<file path="config.mk">
export PLATFORM = sky130hd
export DESIGN_NAME = dpg_gpio
export DESIGN_NICKNAME = d
export VERILOG_FILES = /design/src/rtl/dpg_pkg.sv /design/src/rtl/dpg_gpio.sv /design/src/rtl/dpg_pin_sync.sv
export SDC_FILE = /design/constraint.sdc
export NUM_CORES = 1
export LEC_CHECK = 0
export BUFFER_PORTS_ARGS = -buffer_cell sky130_fd_sc_hd__buf_2
export CAP_MARGIN = 20
export CORE_MARGIN = 5
export CORE_UTILIZATION = 34
export CTS_CLUSTER_SIZE = 12
export DETAILED_ROUTE_END_ITERATION = 7
export GPL_TIMING_DRIVEN = 1
export PLACE_DENSITY = 0.5
export SYNTH_ARGS = -nofsm -noshare
export SYNTH_HDL_FRONTEND = slang
export SYNTH_SLANG_ARGS = --single-unit
</file>
<file path="constraint.sdc">
create_clock -name mclk_i -period 2.21 [get_ports mclk_i]
set_clock_uncertainty 0.2 [all_clocks]
set_input_delay 0.221 -clock mclk_i [delete_from_list [all_inputs] [get_ports mclk_i]]
set_output_delay 0.221 -clock mclk_i [all_outputs]
set_load 0.01 [all_outputs]
</file>
<file path="src/rtl/dpg_pkg.sv">
// shared constants and carrier types for the dual gpio port block
package dpg_pkg;

  localparam int DPG_AW = 4;
  localparam int DPG_DW = 8;
  localparam int DPG_NA = 4;

  // register offsets
  localparam logic [DPG_AW-1:0] DPG_P1_DAT = 4'h0;
  localparam logic [DPG_AW-1:0] DPG_P1_DIR = 4'h1;
  localparam logic [DPG_AW-1:0] DPG_P1_PUL = 4'h2;
  localparam logic [DPG_AW-1:0] DPG_P4_DAT = 4'h3;
  localparam logic [DPG_AW-1:0] DPG_P4_DIR = 4'h4;
  localparam logic [DPG_AW-1:0] DPG_P4_PUL = 4'h5;
  localparam logic [DPG_AW-1:0] DPG_AID_UP = 4'h6;
  localparam logic [DPG_AW-1:0] DPG_STBY_CTL = 4'h7;
  localparam logic [DPG_AW-1:0] DPG_STATUS = 4'h8;

  // field positions
  localparam int DPG_SPL_BIT = 0;
  localparam int DPG_ST_STBY_BIT = 0;
  localparam int DPG_ST_HIZ_BIT = 1;
  localparam int DPG_SCK_PIN = 5;
  localparam int DPG_SIN_PIN = 7;

  // reset values
  localparam logic [DPG_DW-1:0] DPG_RST_DAT = 8'h00;
  localparam logic [DPG_DW-1:0] DPG_RST_DIR = 8'h00;
  localparam logic [DPG_DW-1:0] DPG_RST_PUL = 8'h00;
  localparam logic [DPG_NA-1:0] DPG_RST_AID = 4'h0;
  localparam logic [DPG_DW-1:0] DPG_RST_RD = 8'h00;
  localparam logic [DPG_DW-1:0] DPG_ALL_OFF = 8'hFF;

  // what the block drives onto one port's pads
  typedef struct packed {
    logic [DPG_DW-1:0] lvl;
    logic [DPG_DW-1:0] oe_b;
    logic [DPG_DW-1:0] pu;
  } dpg_drv_t;

  // a shared peripheral's claim on one port
  typedef struct packed {
    logic [DPG_DW-1:0] oe;
    logic [DPG_DW-1:0] dat;
  } dpg_periph_t;

endpackage

</file>
<file path="src/rtl/dpg_gpio.sv">
// two 8-bit gpio ports with pull-ups, peripheral override and standby
//
// How it works
// - direction bit 1 makes the pin an output driven from its latch
// - outside standby, a gpio output pin shows its latch value one cycle later
// - data writes always load the latch; only outputs show it
// - reading an output pin's data bit returns the latch
// - direction bit 0 makes the pin an undriven input
// - input pins read the pin level; read-modify-write reads the latch
// - a peripheral output enable hands the pin's output to it
// - peripheral-driven pins read the pin level; rmw reads the latch
// - pin level reads the same whether a peripheral uses it or not
// - reset clears all direction bits, so all pins start as inputs
// - standby with pin-state bit 1 floats pins, blocks inputs low
// - standby with pin-state bit 0 keeps pins and output levels
// - pull-up bit 1 connects the internal pull-up
// - a pin driving low never has its pull-up connected
// - port 4 analog-disable bit 0 blocks digital input on pins 0-3
// - reset clears the analog-disable register
// - clock and data-in pins stay live in standby if irq enabled
`timescale 1ns/1ps
module dpg_gpio import dpg_pkg::*; (
  input wire logic mclk_i,
  input wire logic rst_b_i,
  input wire logic [DPG_AW-1:0] addr_i,
  input wire logic [DPG_DW-1:0] wdata_i,
  input wire logic wr_i,
  input wire logic rd_i,
  input wire logic rmw_i,
  output logic [DPG_DW-1:0] rdata_o,
  input wire logic stop_mode_i,
  input wire logic watch_mode_i,
  input wire logic sck_irq_en_i,
  input wire logic sin_irq_en_i,
  input wire dpg_periph_t port1_periph_i,
  input wire dpg_periph_t port4_periph_i,
  input wire logic [DPG_DW-1:0] port1_pin_i,
  input wire logic [DPG_DW-1:0] port4_pin_i,
  output dpg_drv_t port1_drv_o,
  output dpg_drv_t port4_drv_o,
  output logic [DPG_DW-1:0] port1_in_o,
  output logic [DPG_DW-1:0] port4_in_o
);

  typedef struct packed {
    logic [DPG_DW-1:0] p1_dat;
    logic [DPG_DW-1:0] p1_dir;
    logic [DPG_DW-1:0] p1_pul;
    logic [DPG_DW-1:0] p4_dat;
    logic [DPG_DW-1:0] p4_dir;
    logic [DPG_DW-1:0] p4_pul;
    logic [DPG_NA-1:0] aid;
    logic standby_pin_state;
    logic stby;
    logic hiz;
    dpg_drv_t drv1;
    dpg_drv_t drv4;
    logic [DPG_DW-1:0] in1;
    logic [DPG_DW-1:0] in4;
    logic [DPG_DW-1:0] rdata;
  } dpg_st_t;

  dpg_st_t st_q;
  dpg_st_t st_d;
  logic [2*DPG_DW-1:0] sync_lvl;
  logic [DPG_DW-1:0] lvl1;
  logic [DPG_DW-1:0] lvl4;

  dpg_pin_sync #(
    .W(2*DPG_DW)
  ) u_sync (
    .mclk_i(mclk_i),
    .rst_b_i(rst_b_i),
    .pin_i({port4_pin_i, port1_pin_i}),
    .lvl_o(sync_lvl)
  );

  assign lvl1 = sync_lvl[DPG_DW-1:0];
  assign lvl4 = sync_lvl[2*DPG_DW-1:DPG_DW];

  // normal-mode pad drive for one port
  function automatic dpg_drv_t pad_drive(
    input logic [DPG_DW-1:0] dat,
    input logic [DPG_DW-1:0] dir,
    input logic [DPG_DW-1:0] pul,
    input dpg_periph_t per
  );
    dpg_drv_t d;
    logic [DPG_DW-1:0] drive;
    drive = dir | per.oe;
    d.lvl = (per.oe & per.dat) | (~per.oe & dat & dir);
    d.oe_b = ~drive;
    // pull-up drops out whenever the pad is pulled low by us
    d.pu = pul & ~(drive & ~d.lvl);
    return d;
  endfunction

  // data register read: latch for gpio outputs and rmw, else pin level
  function automatic logic [DPG_DW-1:0] data_read(
    input logic [DPG_DW-1:0] dat,
    input logic [DPG_DW-1:0] dir,
    input logic [DPG_DW-1:0] poe,
    input logic [DPG_DW-1:0] lvl,
    input logic rmw
  );
    logic [DPG_DW-1:0] own;
    own = dir & ~poe;
    if (rmw) begin
      data_read = dat;
    end else begin
      data_read = (own & dat) | (~own & lvl);
    end
  endfunction

  // float every pad, keeping pull-up choice
  function automatic dpg_drv_t pad_float(input logic [DPG_DW-1:0] pul);
    dpg_drv_t d;
    d.lvl = '0;
    d.oe_b = DPG_ALL_OFF;
    d.pu = pul;
    return d;
  endfunction

  logic stby_now;
  logic [DPG_DW-1:0] g1;
  logic [DPG_DW-1:0] g4;
  logic [DPG_DW-1:0] live4;
  logic [DPG_DW-1:0] aid_mask;

  always_comb begin
    st_d = st_q;
    stby_now = stop_mode_i | watch_mode_i;
    st_d.stby = stby_now;

    // register writes
    if (wr_i) begin
      case (addr_i)
        DPG_P1_DAT: st_d.p1_dat = wdata_i;
        DPG_P1_DIR: st_d.p1_dir = wdata_i;
        DPG_P1_PUL: st_d.p1_pul = wdata_i;
        DPG_P4_DAT: st_d.p4_dat = wdata_i;
        DPG_P4_DIR: st_d.p4_dir = wdata_i;
        DPG_P4_PUL: st_d.p4_pul = wdata_i;
        DPG_AID_UP: st_d.aid = wdata_i[DPG_NA-1:0];
        DPG_STBY_CTL: st_d.standby_pin_state = wdata_i[DPG_SPL_BIT];
        default: st_d.standby_pin_state = st_q.standby_pin_state;
      endcase
    end

    // pin-state choice is taken once, on standby entry
    if (!stby_now) begin
      st_d.hiz = 1'b0;
    end else if (!st_q.stby) begin
      st_d.hiz = st_q.standby_pin_state;
    end else begin
      st_d.hiz = st_q.hiz;
    end

    if (st_d.hiz) begin
      st_d.drv1 = pad_float(st_q.p1_pul);
      st_d.drv4 = pad_float(st_q.p4_pul);
    end else if (stby_now) begin
      // standby without float freezes pads at their levels
      st_d.drv1 = st_q.drv1;
      st_d.drv4 = st_q.drv4;
    end else begin
      st_d.drv1 = pad_drive(st_q.p1_dat, st_q.p1_dir, st_q.p1_pul,
                            port1_periph_i);
      st_d.drv4 = pad_drive(st_q.p4_dat, st_q.p4_dir, st_q.p4_pul,
                            port4_periph_i);
    end

    // input blocking in float mode; irq pins may stay live
    live4 = '0;
    live4[DPG_SCK_PIN] = sck_irq_en_i;
    live4[DPG_SIN_PIN] = sin_irq_en_i;
    aid_mask = {{(DPG_DW-DPG_NA){1'b1}}, st_q.aid};
    g1 = st_d.hiz ? '0 : lvl1;
    g4 = (st_d.hiz ? (lvl4 & live4) : lvl4) & aid_mask;
    st_d.in1 = g1;
    st_d.in4 = g4;

    // read data stands for one cycle only
    st_d.rdata = DPG_RST_RD;
    if (rd_i) begin
      case (addr_i)
        DPG_P1_DAT: st_d.rdata = data_read(st_q.p1_dat, st_q.p1_dir,
                                 port1_periph_i.oe, st_q.in1, rmw_i);
        DPG_P1_DIR: st_d.rdata = st_q.p1_dir;
        DPG_P1_PUL: st_d.rdata = st_q.p1_pul;
        DPG_P4_DAT: st_d.rdata = data_read(st_q.p4_dat, st_q.p4_dir,
                                 port4_periph_i.oe, st_q.in4, rmw_i);
        DPG_P4_DIR: st_d.rdata = st_q.p4_dir;
        DPG_P4_PUL: st_d.rdata = st_q.p4_pul;
        DPG_AID_UP: st_d.rdata = {{(DPG_DW-DPG_NA){1'b0}}, st_q.aid};
        DPG_STBY_CTL: st_d.rdata[DPG_SPL_BIT] = st_q.standby_pin_state;
        DPG_STATUS: begin
          st_d.rdata[DPG_ST_STBY_BIT] = st_q.stby;
          st_d.rdata[DPG_ST_HIZ_BIT] = st_q.hiz;
        end
        default: st_d.rdata = DPG_RST_RD;
      endcase
    end
  end

  always_ff @(posedge mclk_i or negedge rst_b_i) begin
    if (!rst_b_i) begin
      st_q <= '0;
      st_q.p1_dat <= DPG_RST_DAT;
      st_q.p1_dir <= DPG_RST_DIR;
      st_q.p1_pul <= DPG_RST_PUL;
      st_q.p4_dat <= DPG_RST_DAT;
      st_q.p4_dir <= DPG_RST_DIR;
      st_q.p4_pul <= DPG_RST_PUL;
      st_q.aid <= DPG_RST_AID;
      st_q.drv1.oe_b <= DPG_ALL_OFF;
      st_q.drv4.oe_b <= DPG_ALL_OFF;
    end else begin
      st_q <= st_d;
    end
  end

  assign rdata_o = st_q.rdata;
  assign port1_drv_o = st_q.drv1;
  assign port4_drv_o = st_q.drv4;
  assign port1_in_o = st_q.in1;
  assign port4_in_o = st_q.in4;
endmodule

</file>
<file path="src/rtl/dpg_pin_sync.sv">
// three-stage pin synchroniser that accepts a change once the last two stages agree
`timescale 1ns/1ps
module dpg_pin_sync import dpg_pkg::*; #(
  parameter int W = 16
) (
  input wire logic mclk_i,
  input wire logic rst_b_i,
  input wire logic [W-1:0] pin_i,
  output logic [W-1:0] lvl_o
);

  typedef struct packed {
    logic [W-1:0] s1;
    logic [W-1:0] s2;
    logic [W-1:0] s3;
    logic [W-1:0] val;
  } dpg_sync_st_t;

  dpg_sync_st_t st_q;
  dpg_sync_st_t st_d;

  always_comb begin
    st_d = st_q;
    st_d.s1 = pin_i;
    st_d.s2 = st_q.s1;
    st_d.s3 = st_q.s2;
    // s1 feeds only s2; a bit moves when the later two stages agree
    st_d.val = (st_q.s2 & st_q.s3) | (st_q.val & (st_q.s2 | st_q.s3));
  end

  always_ff @(posedge mclk_i or negedge rst_b_i) begin
    if (!rst_b_i) begin
      st_q <= '0;
    end else begin
      st_q <= st_d;
    end
  end

  assign lvl_o = st_q.val;

endmodule

</file>
==> flow_metrics.env, run 1 <==
export IMPL_status="finished clean"
export IMPL_dpl_hpwl_um=15300
export IMPL_rsz0062_at_grt="false"
export IMPL_async_reset_ff_share_pct=100
export IMPL_ys_seq_area_share_pct=59.0
export IMPL_end_kind="flop"
export IMPL_syn_inst=661
export IMPL_postCtsSetupBuffers=0
export IMPL_critPathRequiredTime_ps=2310
export IMPL_grt_pass1_wl_um=32400
export IMPL_yosys_cell_types_count=48
export IMPL_ys_dominant_reg_cell="dfrtp_1"
export IMPL_worst_pin_slew_ps=644
export IMPL_switchingPower_uw=2740
export IMPL_hold_violations=0
export IMPL_startpoint="st_q[73]"
export IMPL_cts_tree="yes"
export IMPL_drt_wl_total_um=20800
export IMPL_antennaDiodeCount=0
export IMPL_syn_area_per_cell_um2=12.3
export IMPL_power_density_nw_per_um2=940
export IMPL_io_pins=141
export IMPL_final_antenna_net_count=0
export IMPL_grt_pass1_vias=5475
export IMPL_num_vias=5300
export IMPL_synth_most_common_cell="dfrtp_1"
export IMPL_cts_htree_levels=4
export IMPL_period_share_pct=79.0
export IMPL_reg2reg_from="st_q[73]"
export IMPL_drc=0
export IMPL_grt_total_usage_pct=15.7
export IMPL_core_um2=23500
export IMPL_synth_seq_cells=191
export IMPL_final_area_um2=9830
export IMPL_dpl_worst_slack_ps=268
export IMPL_die_h_um=165
export IMPL_first_iter_violations=375
export IMPL_p_clk_share_pct=34.0
export IMPL_synth_edf_count=0
export IMPL_routed_via_density=4.74
export IMPL_initial_core_util_pct=34.6
export IMPL_hold_worst_slack_ps=8.74
export IMPL_p_total_uw=9240
export IMPL_antenna_found_initial=0
export IMPL_yosysWarnings=0
export IMPL_cp_data_arrival_time_ps=1850
export IMPL_wl_per_cell_um=18.6
export IMPL_die_area_um2=27100
export IMPL_slew_violations=0
export IMPL_leakagePower_uw=0.00438
export IMPL_slew_headroom_pct=57.1
export IMPL_nets=855
export IMPL_cts_max_path_buffers=2
export IMPL_critPathKind="flop to flop"
export IMPL_synthTopCellsByCount="175 x dfrtp_1, 82 x o21ai_0, 76 x buf_4"
export IMPL_cap_violations=0
export IMPL_grt_max_degree=52
export IMPL_internal_power_uw=6500
export IMPL_gp_congestion=0.887
export IMPL_drive_above_1_share_pct=33.8
export IMPL_layout_setup_ws_ps=464
export IMPL_area_growth_pct=20.8
export IMPL_path_clk_slew_ps=80
export IMPL_crit_fanout=33
export IMPL_postPlaceCellArea_um2=8750
export IMPL_yosys_area_top_type="dfrtp_1"
export IMPL_clock_sinks=191
export IMPL_cts_root_buf="clkbuf_16"
export IMPL_cts_resized=0
export IMPL_fp_row_count=56
export IMPL_syn_num_nets=730
export IMPL_period_needed_ps=1750
export IMPL_finalSetupViolCount=0
export IMPL_ir_worst_vdd_mv=0.484
export IMPL_io_buffers=140
export IMPL_cp_start_kind="flop"
export IMPL_synth_area_um2=8140
export IMPL_fin_tns_setup_ps=0
export IMPL_cts_hold_buf=47
export IMPL_cts_buffers=17
export IMPL_min_from="wdata_i[2]"
export IMPL_clk_insertion_delay_late_ps=430
export IMPL_synth_area_leaders="dfrtp_1 54%, mux2_2 7.9%, buf_4 7.0%, dfstp_2 5.2%, o21ai_0 5.0%"
export IMPL_pwr_share_comb_pct=17.2
export IMPL_worstHoldPathType="primary input to flop"
export IMPL_overflow=0
export IMPL_max_freq_mhz=573
export IMPL_switching_share_pct=29.6
export IMPL_dr_pass1_iters=5
export IMPL_die_width_um=165
export IMPL_yosysTopAreaCellShare_pct=53.8
export IMPL_seqPwrFrac_pct=48.8
## layout make-up
type	count	area, um2
well taps	319	399
multi-input cells	374	2680
fillers	2288	13700
inverters	3	11.3
clock inverters	15	184
flip-flops and latches	191	4800
clock buffers	17	425
repair buffers	199	1330
## metrics by stage
stage | util (%) | cells
2_1_floorplan | - | 661
3_3_place_gp | 37.2 | 1039
3_5_place_dp | 37.2 | 1039
4_1_cts | 41.8 | 1118
5_1_grt | 41.8 | 1118
6_report | 41.8 | 1118
## metal layers
layer  vias to the layer above  part of all wire, %  GRT usage (%)
met2                       143                   46           23.9
met5                         -                    0              0
met3                        17                  4.7           2.62
met1                      2616                   48           23.1
met4                         0                  1.4           4.65
li1                       2524                    -              -
## registers in the layout (all words and copies together), names as in the netlist
signal        flops
st_q             51
u_sync.st_d      32
port1_drv_o      24
port4_drv_o      24
u_sync.lvl_o     16
u_sync.st_q      16
port1_in_o        8
port4_in_o        8
rdata_o           8
aid_mask          4
## critical path, cell delays in order, from the launching register on
cell	delay, ps
dfrtp_1	440
mux2_2	400
nor2_2	110
buf_4	320
o21ai_0	140
## power groups by stage
stage	Sequential, uW	Combinational (uW)	Clock, uW
2_1_floorplan	4390	1260	0
3_3_place_gp	4570	1510	0
3_5_place_dp	4580	1550	0
4_1_cts	4510	1620	3250
5_1_grt	4580	1760	3400
6_report	4510	1590	3140
## cell usage in the layout, fill, tap and decap left out, types with 2 or more instances in the layout
cell           synthesis  final
inv_6                  0      5
and2b_1                2      2
dfstp_2               16     16
nand2_2                2      2
a22o_1                26     26
a31oi_1                5      5
clkinv_8               0      3
o21a_1                34     34
buf_4                 76      7
mux2i_1                3      3
maj3_1                16     16
nand3b_1               2      2
dfrtp_1              175    175
nor3b_1               15     15
inv_8                  0      5
and2_1                10     10
inv_1                  2      2
o21ai_0               82     82
buf_12                 0      5
nor2_2                 0      2
nand3_1                4      4
mux2_2                57     57
dlygate4sd3_1          0     47
nor2_1                 8      6
nor2b_1               18     18
nor4bb_1               2      2
nand2_1               58     58
a21oi_1                3      3
a41oi_1                4      4
and3_1                 4      4
clkbuf_16              0     17
buf_2                  8    139
## logic make-up after synthesis
| kind of cell | Yosys count | synth area share (%) |
|---|---|---|
| flops | 191 | 59.0 |
| compound gates | 160 | 12.6 |
| simple gates | 137 | 9.75 |
| buf+inv | 96 | 8.15 |
| mux | 61 | 8.53 |
| fa+ha+maj | 16 | 1.97 |
## path summary, 6_finish.rpt
check                                   to  slack [ps]  depth (start not counted)
max in group asynchronous  port1_drv_o[10]        1010                          3
setup / recovery            port1_drv_o[6]         460                          4
hold reg to reg            u_sync.st_d[18]         150                          0
min in group asynchronous  u_sync.st_q[17]         100                          2
setup reg to reg            port1_drv_o[6]         460                          4
hold / removal                   st_q[113]           9                          2
Power figures use the tool's default switching activity.
==> run 2: changes to the inputs <==
==> constraint.sdc (replaced) <==
create_clock -name mclk_i -period 1.7 [get_ports mclk_i]
set_clock_uncertainty 0.2 [all_clocks]
set_input_delay 0.17 -clock mclk_i [delete_from_list [all_inputs] [get_ports mclk_i]]
set_output_delay 0.17 -clock mclk_i [all_outputs]
set_load 0.01 [all_outputs]
==> run 2 against run 1 <==
  * Worst setup slack worse by 430 ps
  * Cell count rose by 3.7%
  * Hold slack better by 12 ps
  * Global-route usage grew 0.40 points
  * Final area is 4.5% higher
  * Critical path depth up 3
  * Die area unchanged
  * First-iteration DRC count fell by 13%
  * Wire length rose by 3.5%
  * Sequential share of layout area fell by 2.1 points
  * Combinational power increased by 40%
==> flow_metrics.env, run 2 (synthesis results as in run 1) <==
export IMPL_gr_usage_met3_pct=2.62
export IMPL_wl_per_cell_um=18.6
export IMPL_busiest_layer="met2"
export IMPL_max_freq_mhz=601
export IMPL_cts_tree="yes"
export IMPL_num_vias=5496
export IMPL_grt_pass1_wl_um=33400
export IMPL_drt_wl_total_um=21500
export IMPL_finalSetupViolCount=0
export IMPL_final_common_cell="dfrtp_1"
export IMPL_fp_row_count=56
export IMPL_clk_insertion_delay_late_ps=430
export IMPL_hold_worst_slack_ps=20.8
export IMPL_slew_headroom_pct=69.4
export IMPL_layout_common_cells="175 x dfrtp_1, 139 x buf_2, 80 x o21ai_0"
export IMPL_cts_max_path_buffers=2
export IMPL_final_antenna_net_count=0
export IMPL_gp_congestion=0.909
export IMPL_worstHoldPathType="primary input to asynchronous set/reset pin"
export IMPL_critPathRequiredTime_ps=1810
export IMPL_routed_via_density=4.74
export IMPL_largest_reg_flops=51
export IMPL_drc=0
export IMPL_initial_core_util_pct=34.6
export IMPL_area_growth_pct=26.2
export IMPL_overflow=0
export IMPL_reg2reg_from="st_q[73]"
export IMPL_dpl_hpwl_um=15800
export IMPL_p_total_uw=12200
export IMPL_startpoint="watch_mode_i"
export IMPL_ir_worst_vdd_mv=0.594
export IMPL_period_needed_ps=1660
export IMPL_io_pins=141
export IMPL_first_iter_violations=328
export IMPL_antenna_found_initial=0
export IMPL_rsz0062_at_grt="true"
export IMPL_die_h_um=165
export IMPL_period_share_pct=97.9
export IMPL_grt_total_usage_pct=16.1
export IMPL_grt_use_met2_pct=24.8
export IMPL_die_width_um=165
export IMPL_path_clk_slew_ps=80
export IMPL_clock_sinks=191
export IMPL_grt_max_degree=49
export IMPL_cts_root_buf="clkbuf_16"
export IMPL_layoutNonFillerInstCount=1159
export IMPL_regMostFlops="st_q"
export IMPL_leakagePower_uw=0.00461
export IMPL_cts_buffers=17
export IMPL_slew_violations=0
export IMPL_use_met1_pct=23.7
export IMPL_end_kind="flop"
export IMPL_grt_pass1_vias=5667
export IMPL_io_buffers=140
export IMPL_cap_violations=0
export IMPL_dp_cells=1067
export IMPL_nets=896
export IMPL_crit_fanout=34
export IMPL_power_density_nw_per_um2=1190
export IMPL_r2r_slack_ps=60
export IMPL_drive_above_1_share_pct=35.6
export IMPL_worst_pin_slew_ps=454
export IMPL_die_area_um2=27100
export IMPL_cp_data_arrival_time_ps=1770
export IMPL_cts_htree_levels=4
export IMPL_cp_start_kind="primary input"
export IMPL_dr_pass1_iters=4
export IMPL_core_um2=23500
export IMPL_status="finished clean"
export IMPL_critPathKind="primary input to flop"
export IMPL_antennaDiodeCount=0
export IMPL_hold_violations=0
run 2: cell count changes in the layout (fill, tap and decap cells not counted), sizes merged:
cell,previous run,this run
dlygate4sd3,47,59
clkbuf,18,19
bufinv,1,0
buf,151,179
clkinv,5,6
run 2: power breakdown:
part	internal [uW]	leakage, uW	switching, uW	total, uW
Combinational	1140	0.00199	1080	2220
Sequential	5300	0.00231	556	5850
Clock	2050	0.000304	2070	4130
Total	8490	0.00461	3710	12200
run 2: stage by stage:
step           worst slack [ps]  utilization (%)  area, um2  setup TNS [ps]
6_report                   35.1             43.6      10300               0
5_1_grt                   -10.6             43.6      10300           -10.6
4_1_cts                    52.1             43.5      10200               0
3_5_place_dp               -109             38.3       9030           -1040
3_3_place_gp              -87.8             38.3       9030            -886
2_1_floorplan              68.7                -       8140               0
run 2: worst paths after layout:
check,end,cells past startpoint
max,port4_drv_o[0],7
min,u_sync.st_d[41],2
max reg2reg,port4_drv_o[0],5
min reg2reg,u_sync.st_d[31],0
max in group asynchronous,port4_drv_o[8],3
min in group mclk_i,port4_drv_o[21],5
run 2: worst max-delay path, stage by stage:
cell and delay [ps]:
dlygate4sd3_1 540, buf_2 130, nor2_2 150, buf_12 220
o21ai_0 190, o21ai_0 250, o21ai_0 110
run 2: cell type report:
type	count	area, um2
tap	319	399
multi-input combinational	374	2690
clock inverter	15	201
inverter	3	11.3
clock buffer	17	425
sequential	191	4800
timing repair buffer	240	1750
fill	2239	13300
run 2: repair_timing:
item,4_1_cts,5_1_grt
hold buffers,59,0
setup buffers,0,0
gates resized for setup,0,3
endpoints found under the setup margin,0,15
hold endpoints to repair,287,0
run 2: layer usage:
| layer | up-vias | part of all wire (%) |
|---|---|---|
| met5 | - | 0 |
| li1 | 2606 | - |
| met3 | 15 | 4.8 |
| met1 | 2735 | 48 |
| met4 | 0 | 1.1 |
| met2 | 140 | 46 |
